File: config.mk
export PLATFORM = sky130hd
export DESIGN_NAME = ubp_top
export DESIGN_NICKNAME = d
export VERILOG_FILES = /design/src/shared/ubp_pkg.sv /design/src/hw/ubp_top.sv
export SDC_FILE = /design/constraint.sdc
export NUM_CORES = 1
export LEC_CHECK = 0
export ABC_AREA = 1
export BUFFER_PORTS_ARGS = -buffer_cell sky130_fd_sc_hd__buf_2
export CAP_MARGIN = 20
export CORE_ASPECT_RATIO = 1.5
export CORE_MARGIN = 3
export CORE_UTILIZATION = 60
export CTS_BUF_LIST = sky130_fd_sc_hd__clkbuf_8
export CTS_CLUSTER_DIAMETER = 100
export DETAILED_ROUTE_END_ITERATION = 16
export GPL_TIMING_DRIVEN = 0
export PLACE_DENSITY = 0.82
export SLEW_MARGIN = 20
export SYNTH_ARGS = -nofsm -noshare
export SYNTH_HDL_FRONTEND = slang
export SYNTH_SLANG_ARGS = --single-unit
export TNS_END_PERCENT = 1
File: constraint.sdc
create_clock -name aclk -period 5.66 [get_ports aclk]
set_clock_uncertainty 0.15 [all_clocks]
set_input_delay 0.849 -clock aclk [delete_from_list [all_inputs] [get_ports aclk]]
set_output_delay 0.849 -clock aclk [all_outputs]
set_load 0.03 [all_outputs]
File: src/shared/ubp_pkg.sv
// constants, field layout and state codes of the serial baud/sampling block
package ubp_pkg;
    // register byte addresses
    localparam logic [7:0] ADDR_BAUD   = 8'h00;
    localparam logic [7:0] ADDR_TXFINE = 8'h04;
    localparam logic [7:0] ADDR_RXFINE = 8'h08;
    localparam logic [7:0] ADDR_CR1    = 8'h0C;
    localparam logic [7:0] ADDR_CR2    = 8'h10;
    localparam logic [7:0] ADDR_STATUS = 8'h14;
    localparam logic [7:0] ADDR_DATA   = 8'h18;
    // baud_config_reg fields
    localparam int PSEL_LSB = 6;
    localparam int TXD_LSB  = 3;
    localparam int RXD_LSB  = 0;
    // control_reg_one bits
    localparam int CR1_LONG = 4;
    localparam int CR1_PEN  = 2;
    localparam int CR1_PSEL = 1;
    localparam int CR1_PIE  = 0;
    // control_reg_two bits
    localparam int CR2_RIE  = 5;
    localparam int CR2_ILIE = 4;
    localparam int CR2_TE   = 3;
    localparam int CR2_RE   = 2;
    localparam int CR2_MUTE = 1;
    localparam int CR2_WAKE = 0;
    // status_reg bits
    localparam int ST_TXE  = 7;
    localparam int ST_TC   = 6;
    localparam int ST_RDY  = 5;
    localparam int ST_IDLE = 4;
    localparam int ST_OVR  = 3;
    localparam int ST_NF   = 2;
    localparam int ST_FE   = 1;
    localparam int ST_PE   = 0;
    localparam logic [7:0] STATUS_RST = 8'hC0;
    // common prescale factors
    localparam logic [3:0] PR_F0 = 4'h1;
    localparam logic [3:0] PR_F1 = 4'h3;
    localparam logic [3:0] PR_F2 = 4'h4;
    localparam logic [3:0] PR_F3 = 4'hD;
    // direction index
    localparam int DIR_TX = 0;
    localparam int DIR_RX = 1;
    // oversampling: sample number is index plus one
    localparam logic [7:0] OVERSAMPLE = 8'h10;
    localparam logic [3:0] SMP_IDX_3  = 4'h2;
    localparam logic [3:0] SMP_IDX_5  = 4'h4;
    localparam logic [3:0] SMP_IDX_7  = 4'h6;
    localparam logic [3:0] SMP_IDX_8  = 4'h7;
    localparam logic [3:0] SMP_IDX_9  = 4'h8;
    localparam logic [3:0] SMP_IDX_10 = 4'h9;
    localparam logic [3:0] SMP_IDX_16 = 4'hF;
    // frame lengths in bits, start and stop included
    localparam logic [3:0] FRAME_SHORT = 4'hA;
    localparam logic [3:0] FRAME_LONG  = 4'hB;
    // AXI responses
    localparam logic [1:0] RESP_OKAY   = 2'b00;
    localparam logic [1:0] RESP_SLVERR = 2'b10;
    typedef enum logic [1:0] {
        RX_IDLE  = 2'b00,
        RX_START = 2'b01,
        RX_DATA  = 2'b11,
        RX_STOP  = 2'b10
    } ubp_rx_type;
    typedef enum logic {
        TX_IDLE = 1'b0,
        TX_SEND = 1'b1
    } ubp_tx_type;
    function automatic logic ubp_maj3(input logic [2:0] v);
        return (v[0] & v[1]) | (v[0] & v[2]) | (v[1] & v[2]);
    endfunction
endpackage

File: src/hw/ubp_top.sv
// serial port baud chain, parity, mute/wake and 16x sampling receiver
//
// Design decisions made here: register access over AXI4-Lite and the register offsets.
`timescale 1ns/1ps
// Function
// - tx and rx rates derived independently
// - prescale field selects 1, 3, 4, 13
// - per-direction power-of-two divisor 1..128
// - fine prescaler only when register non-zero
// - fine factor further divides each direction
// - muted receiver sets no flags, no irq
// - idle frame wakes, clears mute, no idle
// - address mark wakes and delivers word
// - frame format from length and parity
// - parity enable covers transmit and receive
// - wake examines top data bit, not parity
// - even or odd parity per select
// - transmit replaces top bit by parity
// - parity failure sets flag, may interrupt
// - bit value is majority of 8,9,10
// - data bit noise when samples differ
// - sample counter restarts on each start
// - invalid falling edge flags noise
// - start noise when sample 8-10 high
// - wait runs normally; halt freezes all
// - lsb first, start low, stop high
// - all-ones idle, break gives framing error
// - false start noise held for next frame
module ubp_top
    import ubp_pkg::*;
(
    // clock and reset
    input  wire logic        aclk,
    input  wire logic        aresetn,
    // axi4-lite write
    input  wire logic [7:0]  awaddr,
    input  wire logic        awvalid,
    output logic             awready,
    input  wire logic [31:0] wdata,
    input  wire logic [3:0]  wstrb,
    input  wire logic        wvalid,
    output logic             wready,
    output logic [1:0]       bresp,
    output logic             bvalid,
    input  wire logic        bready,
    // axi4-lite read
    input  wire logic [7:0]  araddr,
    input  wire logic        arvalid,
    output logic             arready,
    output logic [31:0]      rdata,
    output logic [1:0]       rresp,
    output logic             rvalid,
    input  wire logic        rready,
    // power mode
    input  wire logic        halt_mode,
    // serial line
    input  wire logic        serial_in_pin,
    output logic             serial_out,
    output logic             irq_request
);
    typedef struct packed {
        logic [3:0]       ps_cnt;
        logic [1:0][6:0]  dv_cnt;
        logic [1:0][7:0]  fn_cnt;
        logic [7:0]       baud_config_reg;
        logic [7:0]       tx_fine_prescale_reg;
        logic [7:0]       rx_fine_prescale_reg;
        logic [7:0]       control_reg_one;
        logic [7:0]       control_reg_two;
        logic [7:0]       status_reg;
        logic             armed;
        logic             noise_hold;
        logic             idle_armed;
        ubp_rx_type       rx_st;
        logic [3:0]       rx_smp;
        logic [3:0]       rx_bit;
        logic [8:0]       rx_sh;
        logic [1:0]       rx_trio;
        logic [2:0]       rx_hist;
        logic             rx_noise;
        logic [7:0]       idle_cnt;
        logic [8:0]       rx_buf;
        ubp_tx_type       tx_st;
        logic [3:0]       tx_smp;
        logic [3:0]       tx_bit;
        logic [10:0]      tx_sh;
        logic [8:0]       tx_buf;
        logic             tx_full;
        logic             tx_pre;
        logic             tx_data;
        logic             bvalid;
        logic [1:0]       bresp;
        logic             rvalid;
        logic [1:0]       rresp;
        logic [31:0]      rdata;
    } ubp_state_type;

    ubp_state_type    st_r;
    ubp_state_type    st_nxt;
    logic [3:0]       pr_top;
    logic             pre_tick;
    logic [1:0]       pow_tick;
    logic [1:0]       dir_tick;
    logic [1:0][2:0]  dsel;
    logic [1:0][6:0]  div_top;
    logic [1:0][7:0]  fine_reg;
    logic             long_w;
    logic             pen;
    logic             psel;
    logic             muted;
    logic [3:0]       frame_bits;
    logic [7:0]       idle_ticks;
    logic [2:0]       trio;
    logic             bitv;
    logic [8:0]       word;
    logic             msb;
    logic             par_err;
    logic [8:0]       tw;
    logic             wr_go;
    logic             rd_go;

    assign long_w     = st_r.control_reg_one[CR1_LONG];
    assign pen        = st_r.control_reg_one[CR1_PEN];
    assign psel       = st_r.control_reg_one[CR1_PSEL];
    assign muted      = st_r.control_reg_two[CR2_MUTE];
    assign frame_bits = long_w ? FRAME_LONG : FRAME_SHORT;
    assign idle_ticks = {4'h0, frame_bits} * OVERSAMPLE;

    always_comb
    begin
        case (st_r.baud_config_reg[PSEL_LSB+:2])
            2'b00:   pr_top = PR_F0 - 4'h1;
            2'b01:   pr_top = PR_F1 - 4'h1;
            2'b10:   pr_top = PR_F2 - 4'h1;
            default: pr_top = PR_F3 - 4'h1;
        endcase
    end
    assign pre_tick = (st_r.ps_cnt == pr_top);

    assign dsel[DIR_TX]     = st_r.baud_config_reg[TXD_LSB+:3];
    assign dsel[DIR_RX]     = st_r.baud_config_reg[RXD_LSB+:3];
    assign fine_reg[DIR_TX] = st_r.tx_fine_prescale_reg;
    assign fine_reg[DIR_RX] = st_r.rx_fine_prescale_reg;

    // the 16x pulse is the sampling clock; the bit clock divides it by 16
    for (genvar d = 0; d < 2; d++)
    begin : g_dir
        assign div_top[d]  = 7'((8'h01 << dsel[d]) - 8'h01);
        assign pow_tick[d] = pre_tick && (st_r.dv_cnt[d] == div_top[d]);
        assign dir_tick[d] = (fine_reg[d] == 8'h00) ? pow_tick[d]
            : pow_tick[d] && (st_r.fn_cnt[d] == fine_reg[d] - 8'h01);
    end

    assign trio    = {st_r.rx_trio, serial_in_pin};
    assign bitv    = ubp_maj3(trio);
    assign word    = long_w ? st_r.rx_sh : {1'b0, st_r.rx_sh[8:1]};
    assign msb     = word[4'(6 + {3'b0, long_w} + {3'b0, !pen})];
    assign par_err = (long_w ? ^word : ^word[7:0]) ^ psel;

    always_comb
    begin
        tw = wdata[8:0];
        if (pen && long_w)
            tw[8] = ^wdata[7:0] ^ psel;
        else if (pen)
            tw[7] = ^wdata[6:0] ^ psel;
    end

    assign wr_go = awvalid && wvalid && !st_r.bvalid && !halt_mode;
    assign rd_go = arvalid && !st_r.rvalid && !halt_mode;

    always_comb
    begin
        st_nxt = st_r;
        // baud chain
        st_nxt.ps_cnt = pre_tick ? 4'h0 : st_r.ps_cnt + 4'h1;
        for (int d = 0; d < 2; d++)
        begin
            if (pre_tick)
                st_nxt.dv_cnt[d] = pow_tick[d] ? 7'h00
                                 : st_r.dv_cnt[d] + 7'h01;
            if (pow_tick[d])
                st_nxt.fn_cnt[d] = dir_tick[d] ? 8'h00
                                 : st_r.fn_cnt[d] + 8'h01;
        end
        // bus: clears come first so a same-cycle hardware set wins
        if (st_r.bvalid && bready)
            st_nxt.bvalid = 1'b0;
        if (st_r.rvalid && rready)
            st_nxt.rvalid = 1'b0;
        if (wr_go)
        begin
            st_nxt.bvalid = 1'b1;
            st_nxt.bresp  = RESP_OKAY;
            case (awaddr)
                ADDR_BAUD:   if (wstrb[0]) st_nxt.baud_config_reg = wdata[7:0];
                ADDR_TXFINE: if (wstrb[0]) st_nxt.tx_fine_prescale_reg = wdata[7:0];
                ADDR_RXFINE: if (wstrb[0]) st_nxt.rx_fine_prescale_reg = wdata[7:0];
                ADDR_CR1:    if (wstrb[0]) st_nxt.control_reg_one = wdata[7:0];
                ADDR_CR2:
                    if (wstrb[0])
                    begin
                        st_nxt.control_reg_two = wdata[7:0];
                        if (wdata[CR2_TE] && !st_r.control_reg_two[CR2_TE])
                            st_nxt.tx_pre = 1'b1;
                    end
                ADDR_STATUS: st_nxt.bresp = RESP_OKAY;
                ADDR_DATA:
                    if (wstrb[0])
                    begin
                        if (st_r.armed)
                            st_nxt.status_reg[ST_TC] = 1'b0;
                        st_nxt.armed = 1'b0;
                        if (!st_r.tx_full)
                        begin
                            st_nxt.tx_buf = tw;
                            st_nxt.tx_full = 1'b1;
                            st_nxt.status_reg[ST_TXE] = 1'b0;
                        end
                    end
                default: st_nxt.bresp = RESP_SLVERR;
            endcase
            // a count past its new end value would first run a full wrap
            if (wstrb[0] && awaddr inside {ADDR_BAUD, ADDR_TXFINE,
                ADDR_RXFINE})
            begin
                st_nxt.ps_cnt = 4'h0;
                st_nxt.dv_cnt = '0;
                st_nxt.fn_cnt = '0;
            end
        end
        if (rd_go)
        begin
            st_nxt.rvalid = 1'b1;
            st_nxt.rresp  = RESP_OKAY;
            st_nxt.rdata  = 32'h0000_0000;
            case (araddr)
                ADDR_BAUD:   st_nxt.rdata[7:0] = st_r.baud_config_reg;
                ADDR_TXFINE: st_nxt.rdata[7:0] = st_r.tx_fine_prescale_reg;
                ADDR_RXFINE: st_nxt.rdata[7:0] = st_r.rx_fine_prescale_reg;
                ADDR_CR1:    st_nxt.rdata[7:0] = st_r.control_reg_one;
                ADDR_CR2:    st_nxt.rdata[7:0] = st_r.control_reg_two;
                ADDR_STATUS:
                begin
                    st_nxt.rdata[7:0] = st_r.status_reg;
                    st_nxt.armed = 1'b1;
                end
                ADDR_DATA:
                begin
                    st_nxt.rdata[8:0] = st_r.rx_buf;
                    if (st_r.armed)
                        st_nxt.status_reg[5:0] = 6'h00;
                    st_nxt.armed = 1'b0;
                end
                default: st_nxt.rresp = RESP_SLVERR;
            endcase
        end
        // receiver on the 16x receive pulse
        if (dir_tick[DIR_RX] && st_r.control_reg_two[CR2_RE])
        begin
            st_nxt.rx_smp = st_r.rx_smp + 4'h1;
            if (st_r.rx_smp == SMP_IDX_8 || st_r.rx_smp == SMP_IDX_9)
                st_nxt.rx_trio = {st_r.rx_trio[0], serial_in_pin};
            case (st_r.rx_st)
                RX_IDLE:
                begin
                    st_nxt.rx_hist = {st_r.rx_hist[1:0], serial_in_pin};
                    if (!serial_in_pin)
                    begin
                        st_nxt.rx_st = RX_START;
                        st_nxt.rx_smp = 4'h1;
                        st_nxt.rx_noise = (st_r.rx_hist != 3'b111);
                        st_nxt.idle_cnt = 8'h00;
                    end
                    else if (st_r.idle_cnt != idle_ticks)
                        st_nxt.idle_cnt = st_r.idle_cnt + 8'h01;
                    if (serial_in_pin && st_r.idle_cnt == idle_ticks - 8'h01)
                    begin
                        if (muted && !st_r.control_reg_two[CR2_WAKE])
                            st_nxt.control_reg_two[CR2_MUTE] = 1'b0;
                        else if (!muted && st_r.idle_armed)
                        begin
                            st_nxt.status_reg[ST_IDLE] = 1'b1;
                            st_nxt.idle_armed = 1'b0;
                        end
                    end
                end
                RX_START:
                begin
                    if ((st_r.rx_smp == SMP_IDX_3 || st_r.rx_smp == SMP_IDX_5 ||
                         st_r.rx_smp == SMP_IDX_7) && serial_in_pin)
                        st_nxt.rx_noise = 1'b1;
                    if (st_r.rx_smp == SMP_IDX_10)
                    begin
                        if (bitv)
                        begin
                            st_nxt.noise_hold = 1'b1;
                            st_nxt.rx_st = RX_IDLE;
                            st_nxt.rx_hist = 3'b000;
                        end
                        else if (trio != 3'b000)
                            st_nxt.rx_noise = 1'b1;
                    end
                    if (st_r.rx_smp == SMP_IDX_16)
                    begin
                        st_nxt.rx_st = RX_DATA;
                        st_nxt.rx_bit = 4'h0;
                    end
                end
                RX_DATA:
                begin
                    if (st_r.rx_smp == SMP_IDX_10)
                    begin
                        st_nxt.rx_sh = {bitv, st_r.rx_sh[8:1]};
                        if (trio != 3'b000 && trio != 3'b111)
                            st_nxt.rx_noise = 1'b1;
                    end
                    if (st_r.rx_smp == SMP_IDX_16)
                    begin
                        st_nxt.rx_bit = st_r.rx_bit + 4'h1;
                        if (st_r.rx_bit == frame_bits - 4'h3)
                            st_nxt.rx_st = RX_STOP;
                    end
                end
                RX_STOP:
                    if (st_r.rx_smp == SMP_IDX_10)
                    begin
                        st_nxt.rx_st = RX_IDLE;
                        st_nxt.rx_hist = {3{bitv}};
                        st_nxt.idle_cnt = 8'h00;
                        if (muted && st_r.control_reg_two[CR2_WAKE] && msb)
                            st_nxt.control_reg_two[CR2_MUTE] = 1'b0;
                        // a muted receiver discards the frame whole unless it is an address mark
                        if (!muted || (st_r.control_reg_two[CR2_WAKE] && msb))
                        begin
                            st_nxt.idle_armed = 1'b1;
                            if (st_r.status_reg[ST_RDY])
                                st_nxt.status_reg[ST_OVR] = 1'b1;
                            else
                            begin
                                st_nxt.rx_buf = word;
                                st_nxt.status_reg[ST_RDY] = 1'b1;
                                st_nxt.status_reg[ST_NF] =
                                    st_r.rx_noise || st_r.noise_hold;
                                st_nxt.noise_hold = 1'b0;
                                st_nxt.status_reg[ST_FE] = !bitv;
                                st_nxt.status_reg[ST_PE] =
                                    pen && par_err;
                            end
                        end
                    end
                default: st_nxt.rx_st = RX_IDLE;
            endcase
        end
        // transmitter on the 16x transmit pulse
        if (dir_tick[DIR_TX] && st_r.control_reg_two[CR2_TE])
        begin
            case (st_r.tx_st)
                TX_IDLE:
                begin
                    st_nxt.tx_smp = 4'h0;
                    st_nxt.tx_bit = 4'h0;
                    if (st_r.tx_pre)
                    begin
                        st_nxt.tx_pre = 1'b0;
                        st_nxt.tx_data = 1'b0;
                        st_nxt.tx_st = TX_SEND;
                        st_nxt.tx_sh = 11'h7FF;
                    end
                    else if (st_r.tx_full)
                    begin
                        st_nxt.tx_full = 1'b0;
                        st_nxt.tx_data = 1'b1;
                        st_nxt.status_reg[ST_TXE] = 1'b1;
                        st_nxt.tx_st = TX_SEND;
                        st_nxt.tx_sh = long_w ? {1'b1, st_r.tx_buf, 1'b0}
                            : {2'b11, st_r.tx_buf[7:0], 1'b0};
                    end
                end
                TX_SEND:
                begin
                    st_nxt.tx_smp = st_r.tx_smp + 4'h1;
                    if (st_r.tx_smp == SMP_IDX_16)
                    begin
                        st_nxt.tx_sh = {1'b1, st_r.tx_sh[10:1]};
                        st_nxt.tx_bit = st_r.tx_bit + 4'h1;
                        if (st_r.tx_bit == frame_bits - 4'h1)
                        begin
                            st_nxt.tx_st = TX_IDLE;
                            if (st_r.tx_data)
                                st_nxt.status_reg[ST_TC] = 1'b1;
                        end
                    end
                end
                default: st_nxt.tx_st = TX_IDLE;
            endcase
        end
        // halt freezes every register; wait needs no logic at all
        if (halt_mode)
            st_nxt = st_r;
    end

    always_ff @(posedge aclk)
    begin
        if (!aresetn)
        begin
            st_r            <= '0;
            st_r.status_reg <= STATUS_RST;
            st_r.tx_sh      <= 11'h7FF;
            st_r.rx_hist    <= 3'h7;
        end
        else
            st_r <= st_nxt;
    end

    assign awready    = wr_go;
    assign wready     = wr_go;
    assign arready    = !st_r.rvalid && !halt_mode;
    assign bvalid     = st_r.bvalid;
    assign bresp      = st_r.bresp;
    assign rvalid     = st_r.rvalid;
    assign rresp      = st_r.rresp;
    assign rdata      = st_r.rdata;
    assign serial_out = st_r.tx_sh[0];
    assign irq_request = (st_r.control_reg_two[CR2_RIE] &&
        (st_r.status_reg[ST_RDY] || st_r.status_reg[ST_OVR])) ||
        (st_r.control_reg_two[CR2_ILIE] && st_r.status_reg[ST_IDLE]) ||
        (st_r.control_reg_one[CR1_PIE] && st_r.status_reg[ST_PE]);
endmodule // ubp_top

After elaboration in Yosys (flattened, before gate mapping)
Cells that the tools add are included.

word-level totals
  register bits = 174
  input bits = 61

operators by class
  add/sub/neg operators = 19
  $lt $le $gt $ge = 1
  equality and inequality tests = 55
  shift-type cells = 2
  muxes and demuxes = 139
  bitwise gates (word level) = 12
  reductions and logical operators = 92

operators with widths
  kind                                                                   number
  8-bit 2-to-1 mux                                                       16
  76-bit 2-to-1 mux                                                      1
  1-bit 2-to-1 mux                                                       63
  8-bit one-hot mux with 7 select lines                                  1
  8-bit by 5-bit equality test with 1-bit output, second input constant  6
  20-bit one-hot mux with 2 select lines                                 1
  4-bit 2-to-1 mux                                                       9
  35-bit 2-to-1 mux                                                      1
  7-bit 2-to-1 mux                                                       5
  34-bit 2-to-1 mux                                                      1
  8-bit by 4-bit equality test with 1-bit output, second input constant  4
  8-bit zero test                                                        4
  4-bit AND reduction                                                    8
  1-bit logical AND                                                      29
  2-bit != test, second input constant                                   14
  9-bit 2-to-1 mux                                                       3
  8-bit by 1-bit adder with 8-bit output, second input constant          3
  8-bit equality test                                                    3
  2-bit 2-to-1 mux                                                       12
  6-bit 2-to-1 mux                                                       4
  8-bit AND reduction                                                    3
  8-bit by 1-bit subtractor with 8-bit output, second input constant     3
  11-bit 2-to-1 mux                                                      2
  4-bit by 1-bit adder with 4-bit output, second input constant          5
  48 further kinds                                                       119

Longest topological paths before layout
Gate-level depths: netlist (run 1).

  depth after elaboration = 15
  mapped depth = 18
  depth with buffers taken out = 18

Worst setup path after synthesis (run 1)
OpenSTA, ideal clock, no wires.

  path kind = input to register
  start = in halt_mode
  end = reg st_r (netlist bit fine_reg[6])
  library setup time = 0.070 ns
  data arrival time = 2.290 ns
  required time = 5.440 ns
  slack = 3.150 ns
  stages on the path = 10
  path buffers = 2
  path through = nor2_1 > and3_1 > buf_2 > nand2_1 > nor3_2 > nand2_1 > nor3_2 > buf_2 > o21ai_0 > a21oi_1

between the ends
  cells in the longest elaborated chain, start to end = 3

RTL lines
  element                               line            RTL
  from (decl)                           ubp_top.sv:55   input wire logic halt_mode,
  1-bit zero test                       ubp_top.sv:169  assign wr_go = awvalid && wvalid && !st_r.bvalid && !halt_mode;
  1-bit logical AND                     ubp_top.sv:169
  named net awready                     ubp_top.sv:38   output logic awready,
  4-bit AND reduction (no source line)  -
  to (signal assigned)                  ubp_top.sv:413  st_r <= st_nxt;
  to (decl)                             ubp_top.sv:98   ubp_state_type st_r;

The timed path passes the listed nets, and every way through them passes these cells.
A chain may end at the register's enable or synchronous reset.

Final worst setup path (run 1)
  start = reg st_r (netlist bit fine_reg[8])
  end = reg st_r[90] (netlist bit)

between the ends
  cells in the longest elaborated chain, start to end = 6

RTL lines
  element                                      line            RTL
  8-bit by 1-bit subtractor with 8-bit output  ubp_top.sv:151  : pow_tick[d] && (st_r.fn_cnt[d] == fine_reg[d] - 8'h01);
  8-bit equality test                          ubp_top.sv:151
  1-bit logical AND                            ubp_top.sv:151
  1-bit 2-to-1 mux (*)                         ubp_top.sv:150  assign dir_tick[d] = (fine_reg[d] == 8'h00) ? pow_tick[d]
  1-bit logical AND (*)                        ubp_top.sv:259  if (dir_tick[DIR_RX] && st_r.control_reg_two[CR2_RE])
  6-bit AND reduction (no source line) (*)     -

Mark *: on every way between the ends. The rest lies on a longest branch, timed or not.

==> results of run 1 <==
## where the power goes
| part | switching, mW | internal (mW) | leakage (nW) |
|---|---|---|---|
| Combinational | 0.130 | 0.0475 | 3.34 |
| Sequential | 0.00364 | 1.21 | 1.38 |
| Clock | 0.536 | 0.329 | 0.191 |
## cell usage in the layout, fill, tap and decap left out, types with 6 or more instances in the layout
| master | synthesis | layout |
|---|---|---|
| xnor2_1 | 22 | 22 |
| buf_2 | 17 | 68 |
| o22ai_1 | 9 | 9 |
| nor3_1 | 24 | 24 |
| o21ai_0 | 101 | 101 |
| dfxtp_1 | 171 | 171 |
| clkbuf_8 | 0 | 17 |
| buf_4 | 41 | 41 |
| ha_1 | 26 | 26 |
| nor2_1 | 175 | 175 |
| a21oi_1 | 168 | 168 |
| inv_1 | 178 | 178 |
| nand3_1 | 115 | 115 |
| xor2_1 | 21 | 21 |
| a31oi_1 | 6 | 6 |
| nand4_1 | 38 | 38 |
| nor4_1 | 11 | 10 |
| nand2_1 | 378 | 378 |
| conb_1 | 1 | 25 |
| clkbuf_1 | 34 | 34 |
## per-stage QoR
stage,hold WS [ns],worst slack (ns),utilization,power [mW],instance area (um^2)
finish,0.325,2.67,0.676,2.25,11400
global route,0.342,2.47,0.676,2.30,11400
CTS,0.316,2.75,0.676,2.25,11400
detailed placement,0.302,2.46,0.653,1.41,11000
global placement,0.289,2.35,0.652,1.41,11000
floorplan,0.275,3.15,-,1.35,10500
## per-layer routing
metal / routed length (um) / vias to the layer above / global-route usage
li1: - / 5407 / -
met1: 12300 / 4953 / 0.382
met2: 15200 / 471 / 0.575
met3: 2120 / 136 / 0.0477
met4: 2200 / 0 / 0.222
met5: 0 / - / 0
## logic make-up after synthesis
family,count (synthesis)
AND/OR/NAND/NOR,773
AO/OA/AOI/OAI,320
buffers and inverters,276
flip-flops,171
XOR/XNOR,43
adder cells (fa/ha/maj),26
other,1
## worst max-delay path, delay by kind of cell, from the launching register on
kind / cells / cell delay [ns]
DFF: 1 / 0.40
AOI/OAI and AO/OA: 1 / 0.21
buffers and inverters: 2 / 0.18
and+or+nand+nor: 11 / 1.60
adders and majority gates: 1 / 0.34
## synth_stat cells (all sizes together) (5+ instances only)
library cell	n
nand2	382
nor2	182
inv	179
a21oi	171
dfxtp	171
nand3	115
o21ai	106
buf	60
nand4	40
clkbuf	35
ha	26
nor3	26
xnor2	22
xor2	21
nor4	12
o22ai	9
a31oi	6
a211oi	5
## final timing paths
path                             startpoint  endpoint  slack [ns]  depth (start not counted)
worst max-delay path            fine_reg[8]  st_r[90]        2.67                         15
worst min-delay path               st_r[93]  st_r[93]        0.32                          2
worst max register to register  fine_reg[8]  st_r[90]        2.67                         15
worst min register to register     st_r[93]  st_r[93]        0.32                          2
## area by class of cell
| cell class | count | area [um^2] |
|---|---|---|
| Fill cell | 1590 | 5480 |
| Tap cell | 210 | 263 |
| Clock buffer | 17 | 234 |
| Buffer | 95 | 541 |
| Inverter | 181 | 681 |
| Antenna cell | 1 | 2.50 |
| Multi-Input combinational cell | 1187 | 5880 |
| Clock inverter | 15 | 154 |
| Timing Repair Buffer | 51 | 255 |
| Sequential cell | 171 | 3420 |
==> impl_metrics.toml, run 1 <==
[yosys]
synth_cell_types = 54
syn_avg_cell_area_um2 = 6.47
synth_top_area_cell = "dfxtp_1"
ys_warn_count = 0
syn_area_mm2 = 0.0104
synth_compound_area_frac = 0.165
synth_area_leaders = "dfxtp_1, nand2_1, a21oi_1"
synth-adder-area-share = 0.0312
synth-simple-area-share = 0.321
synth_top_family_by_area = "simple AND/OR/NAND/NOR gates"
synth_edf_count = 0
ys_ff_latch = 171
synthArstFlopShare = 0
synth.top_cell.area_share = 0.328
synth_flop_cell = "dfxtp_1"
ys_seq_area_frac = 0.328
synth_cells = 1610
synth_xor_xnor_area_share = 0.0361
muxShareOfSynthArea = 0

[floorplan]
core.rowCount = 58
dieWidth_um = 114
dieHeight_um = 167
io-pin-count = 104
coreArea_mm2 = 0.0169
fp.dieArea_mm2 = 0.0190
initial_core_util = 0.616

[timing]
slew_headroom = 0.190
rsz0062_at_grt = "no"
setup-tns-final_ns = 0
worst_slew_pin_slew_ns = 1.22
drv_slew = 0
max_freq_ghz = 0.334
setup_viol = 0
min_period_over_period = 0.529
min_period_ns = 2.99
hold_viol = 0

[clocking]
cts_made_buffers = 17
cts-root-buf = "clkbuf_8"
clock_latency_ns = 0.50
ctsHoldBuffers = 0
cts_max_path_buffers = 2
tritoncts = "yes"
path_clk_slew_ns = 0.11
cts_sinks = 171
htree_levels = 4
ctsResizeCount = 0
cts_setup_buffers = 0

[finish]
final_nets = 1791
drive_gt1_frac = 0.0990
largest_reg_flops = 131
fin_cells = 1928
syn_to_final_growth_pct = 9.64

[placed_design]
dp_hpwl_mm = 24.2
place_congestion = 0.999
io_buffers = 51
placed_cells = 1895

[route]
vias_per_cell = 5.69
dr_total_vias = 10967
ant_nets = 0
routed_wl_mm = 31.8
drc = 0
drt_first_pass_iters = 7
wl_per_cell_um = 16.5
drtIter0Drc = 956

[worst_setup_path]
arrival_ns = 3.22
crit_chain = "inv_1 > ha_1 > inv_1 > nand2_1 > nand2_1 > nor2_1 > nand3_1 > nor2_1 > nand3_1 > nor2_1 > o21bai_1 > nor3_1 > nand2_1 > nand2_1 > nand2_1"
end_kind = "register"
critPathMaxFanout = 6
cp-start-kind = "register"
cp_common_cell = "nand2_1"
critPathKind = "reg -> reg"
required_ns = 5.89
cp_slowest_cell = "nor3_1"
crit_path_max_incr_delay_ns = 0.55

[global_route]
grt_pass1_wl_mm = 50.8
antenna_found_initial = 0
overflow = 0
grtUsageTotal = 0.336
grt_pass1_vias = 10260
grt_max_degree = 19

[run_status]
status = "completed"

[power]
power_density_mw_per_mm2 = 197
p_leak_nw = 4.91
ir_drop_uv = 119

[hold_path]
min_path_type = "reg -> reg"

[job]
maxCapViolCount = 0
Note: power is estimated with default switching activity, not from simulation.
==> run 2: changes to the inputs <==
--- a/config.mk
+++ b/config.mk
@@ -5,17 +5,17 @@
 export SDC_FILE = /design/constraint.sdc
 export NUM_CORES = 1
 export LEC_CHECK = 0
-export ABC_AREA = 1
+export ABC_AREA = 0
 export BUFFER_PORTS_ARGS = -buffer_cell sky130_fd_sc_hd__buf_2
 export CAP_MARGIN = 20
 export CORE_ASPECT_RATIO = 1.5
 export CORE_MARGIN = 3
-export CORE_UTILIZATION = 60
+export CORE_UTILIZATION = 56
 export CTS_BUF_LIST = sky130_fd_sc_hd__clkbuf_8
 export CTS_CLUSTER_DIAMETER = 100
 export DETAILED_ROUTE_END_ITERATION = 16
 export GPL_TIMING_DRIVEN = 0
-export PLACE_DENSITY = 0.82
+export PLACE_DENSITY = 0.8
 export SLEW_MARGIN = 20
 export SYNTH_ARGS = -nofsm -noshare
 export SYNTH_HDL_FRONTEND = slang
==> constraint.sdc (replaced) <==
create_clock -name aclk -period 2.4 [get_ports aclk]
set_clock_uncertainty 0.15 [all_clocks]
set_input_delay 0.36 -clock aclk [delete_from_list [all_inputs] [get_ports aclk]]
set_output_delay 0.36 -clock aclk [all_outputs]
set_load 0.03 [all_outputs]
==> impl_metrics.toml, run 2 <==
[run_status]
status = "finished, violations left"
violations = "negative setup slack"

[placed_design]
placed_cells = 1572
dp_hpwl_mm = 23.5
place_congestion = 0.951
io_buffers = 43

[yosys]
yosys.cell_count.top_type = "dfxtp_1"
ys_ff_latch = 171
netlist_top_cells_count = "dfxtp_1, nor2_1, nand2_1"
synth_cells = 1292
synth.top_cell.area_share = 0.335
ys_warn_count = 0
synth_edf_count = 0
synth_area_leaders = "dfxtp_1, a21oi_1, mux2i_1"
ys_seq_area_frac = 0.335
synth_flop_cell = "dfxtp_1"
synthArstFlopShare = 0
syn_area_mm2 = 0.0102
synth_top_area_cell = "dfxtp_1"
synth_cell_types = 79
syn_avg_cell_area_um2 = 7.91

[clocking]
cts_sinks = 171
cts_made_buffers = 17
clock_latency_ns = 0.48
path_clk_slew_ns = 0.10
cts_max_path_buffers = 2
htree_levels = 4
tritoncts = "yes"
cts-root-buf = "clkbuf_8"
ctsHoldBuffers = 0

[power]
pwr-share-clk = 0.406
ir_drop_uv = 283
p_int_mw = 4.00
power_density_mw_per_mm2 = 452
sw_frac_of_total = 0.270
p_switching_mw = 1.48
p_leak_nw = 4.40
p_comb_frac = 0.073
seqPwrFrac = 0.520
p_total_mw = 5.48

[finish]
diodes = 0
drive_gt1_frac = 0.206
final_cell_mix = "dfxtp_1, nor2_1, nand2_1, a21oi_1, o21ai_0"
final_nets = 1491
n_fill_cell = 1438
syn_to_final_growth_pct = 18.5
largest_reg_flops = 131
final_common_cell = "dfxtp_1"
fin_cells = 1630

[hold_path]
min_path_cells = 4
min_path_type = "in -> reg"

[global_route]
grtUsageTotal = 0.333
grt_pass1_vias = 9937
overflow = 0
antenna_found_initial = 0
grt_pass1_wl_mm = 52.0
grt_max_degree = 17

[worst_setup_path]
cp_slowest_cell = "or4b_4"
reg2reg_depth = 10
regToRegEndpoint = "st_r[80]"
cp-endpoint = "st_r[80]"
critPathKind = "reg -> reg"
arrival_ns = 3.42
cp-start-kind = "register"
critPathMaxFanout = 5
r2r_setup_slack_ns = -0.75
crit_path_max_incr_delay_ns = 0.53
crit_chain = "inv_2 > ha_4 > xor2_4 > o211ai_1 > a2111o_1 > or3b_4 > or3_4 > buf_6 > or4b_4 > a21oi_2"
required_ns = 2.67
startpoint = "st_r[161]"
end_kind = "register"
r2r-start = "st_r[161]"

[timing]
setup_viol = 164
setup-tns-final_ns = -63.92
min_period_ns = 3.15
worst_slew_pin_slew_ns = 1.07
whs_ns = 0.0365
worst_slack_ns = -0.747
hold_viol = 0
drv_slew = 0
slew_headroom = 0.287
rsz0062_at_grt = "yes"
min_period_over_period = 1.31
max_freq_ghz = 0.318

[route]
drtIter0Drc = 1208
drc = 0
ant_nets = 0
vias_per_cell = 6.52
routed_wl_mm = 33.6
wl_per_cell_um = 20.6
dr_total_vias = 10630
drt_first_pass_iters = 8

[floorplan]
dieHeight_um = 172
io-pin-count = 104
dieWidth_um = 116
initial_core_util = 0.580
fp.dieArea_mm2 = 0.0200
coreArea_mm2 = 0.0176
core.rowCount = 59

[job]
maxCapViolCount = 0
## run 2: changes by cell type in the layout (fill, tap and decap cells not counted), sizes merged, moves of 35 or more
| cell | delta |
|---|---|
| a21oi | -72 |
| nand3 | -54 |
| nand2 | -278 |
| clkbuf | +35 |
| nor2 | -58 |
| inv | -146 |
| mux2i | +47 |
## run 2: area by class of cell
class                           count  area [um^2]  share of cell area
Buffer                            120          781              0.0645
Clock buffer                       17          234              0.0193
Clock inverter                     15          186              0.0154
Inverter                           36          138              0.0114
Multi-Input combinational cell    986         6610               0.546
Sequential cell                   171         3460               0.286
Tap cell                          213          267              0.0220
Timing Repair Buffer               72          430              0.0355
## run 2: critical path, delay by kind of cell, from the launching register on
family,cells,cell delay [ns]
simple gates,3,1.31
flops,1,0.37
xor+xnor,1,0.18
compound gates,3,0.61
buf+inv,2,0.19
fa+ha+maj,1,0.29
## run 2: worst min path at each step
stage | startpoint | endpoint | slack (ns)
CTS | bready | bvalid | 0.03
floorplan | st_r[113] | st_r[113] | 0.28
finish | bready | bvalid | 0.04
detailed placement | st_r[86] | st_r[86] | 0.30
global route | bready | bvalid | 0.1
global placement | st_r[113] | st_r[113] | 0.30
## run 2: cell families after synthesis
group	count (synthesis)	share of synthesized area
adder cells (fa/ha/maj)	26	0.0318
other	1	0.000367
AND/OR/NAND/NOR	475	0.237
multiplexers	66	0.0669
XOR/XNOR	41	0.0351
AO/OA/AOI/OAI	353	0.220
flip-flops	171	0.335
buffers and inverters	159	0.0734
## run 2: stage by stage
step	cell area, um^2	worst slack, ns	utilization
global placement	10800	-1.56	0.613
CTS	11800	-0.776	0.670
detailed placement	10800	-1.66	0.614
global route	12100	-0.805	0.687
finish	12100	-0.747	0.687
floorplan	10300	-0.602	-
## run 2: what timing repair did
item | in CTS | in global routing
setup buffers | 16 | 13
endpoints found under the setup margin | 158 | 167
gates resized for setup | 143 | 56
pin swaps | 34 | 11
## run 2: power groups by stage
| stage | Combinational [mW] | Clock (mW) | Sequential (mW) |
|---|---|---|---|
| final | 0.401 | 2.23 | 2.85 |
| after global placement | 0.377 | 0 | 2.92 |
| after floorplan | 0.250 | 0 | 2.92 |
| after global routing | 0.421 | 2.33 | 2.85 |
| after detailed placement | 0.380 | 0 | 2.92 |
| after CTS | 0.386 | 2.23 | 2.85 |
## run 2: layer usage
layer / global-route usage / part of all wire / up-vias / wire length (um)
met3: 0.0549 / 0.080 / 170 / 2700
met2: 0.557 / 0.48 / 612 / 16200
met4: 0.225 / 0.076 / 0 / 2560
met5: 0 / 0 / - / 0
met1: 0.385 / 0.36 / 4944 / 12100
li1: - / - / 4904 / -
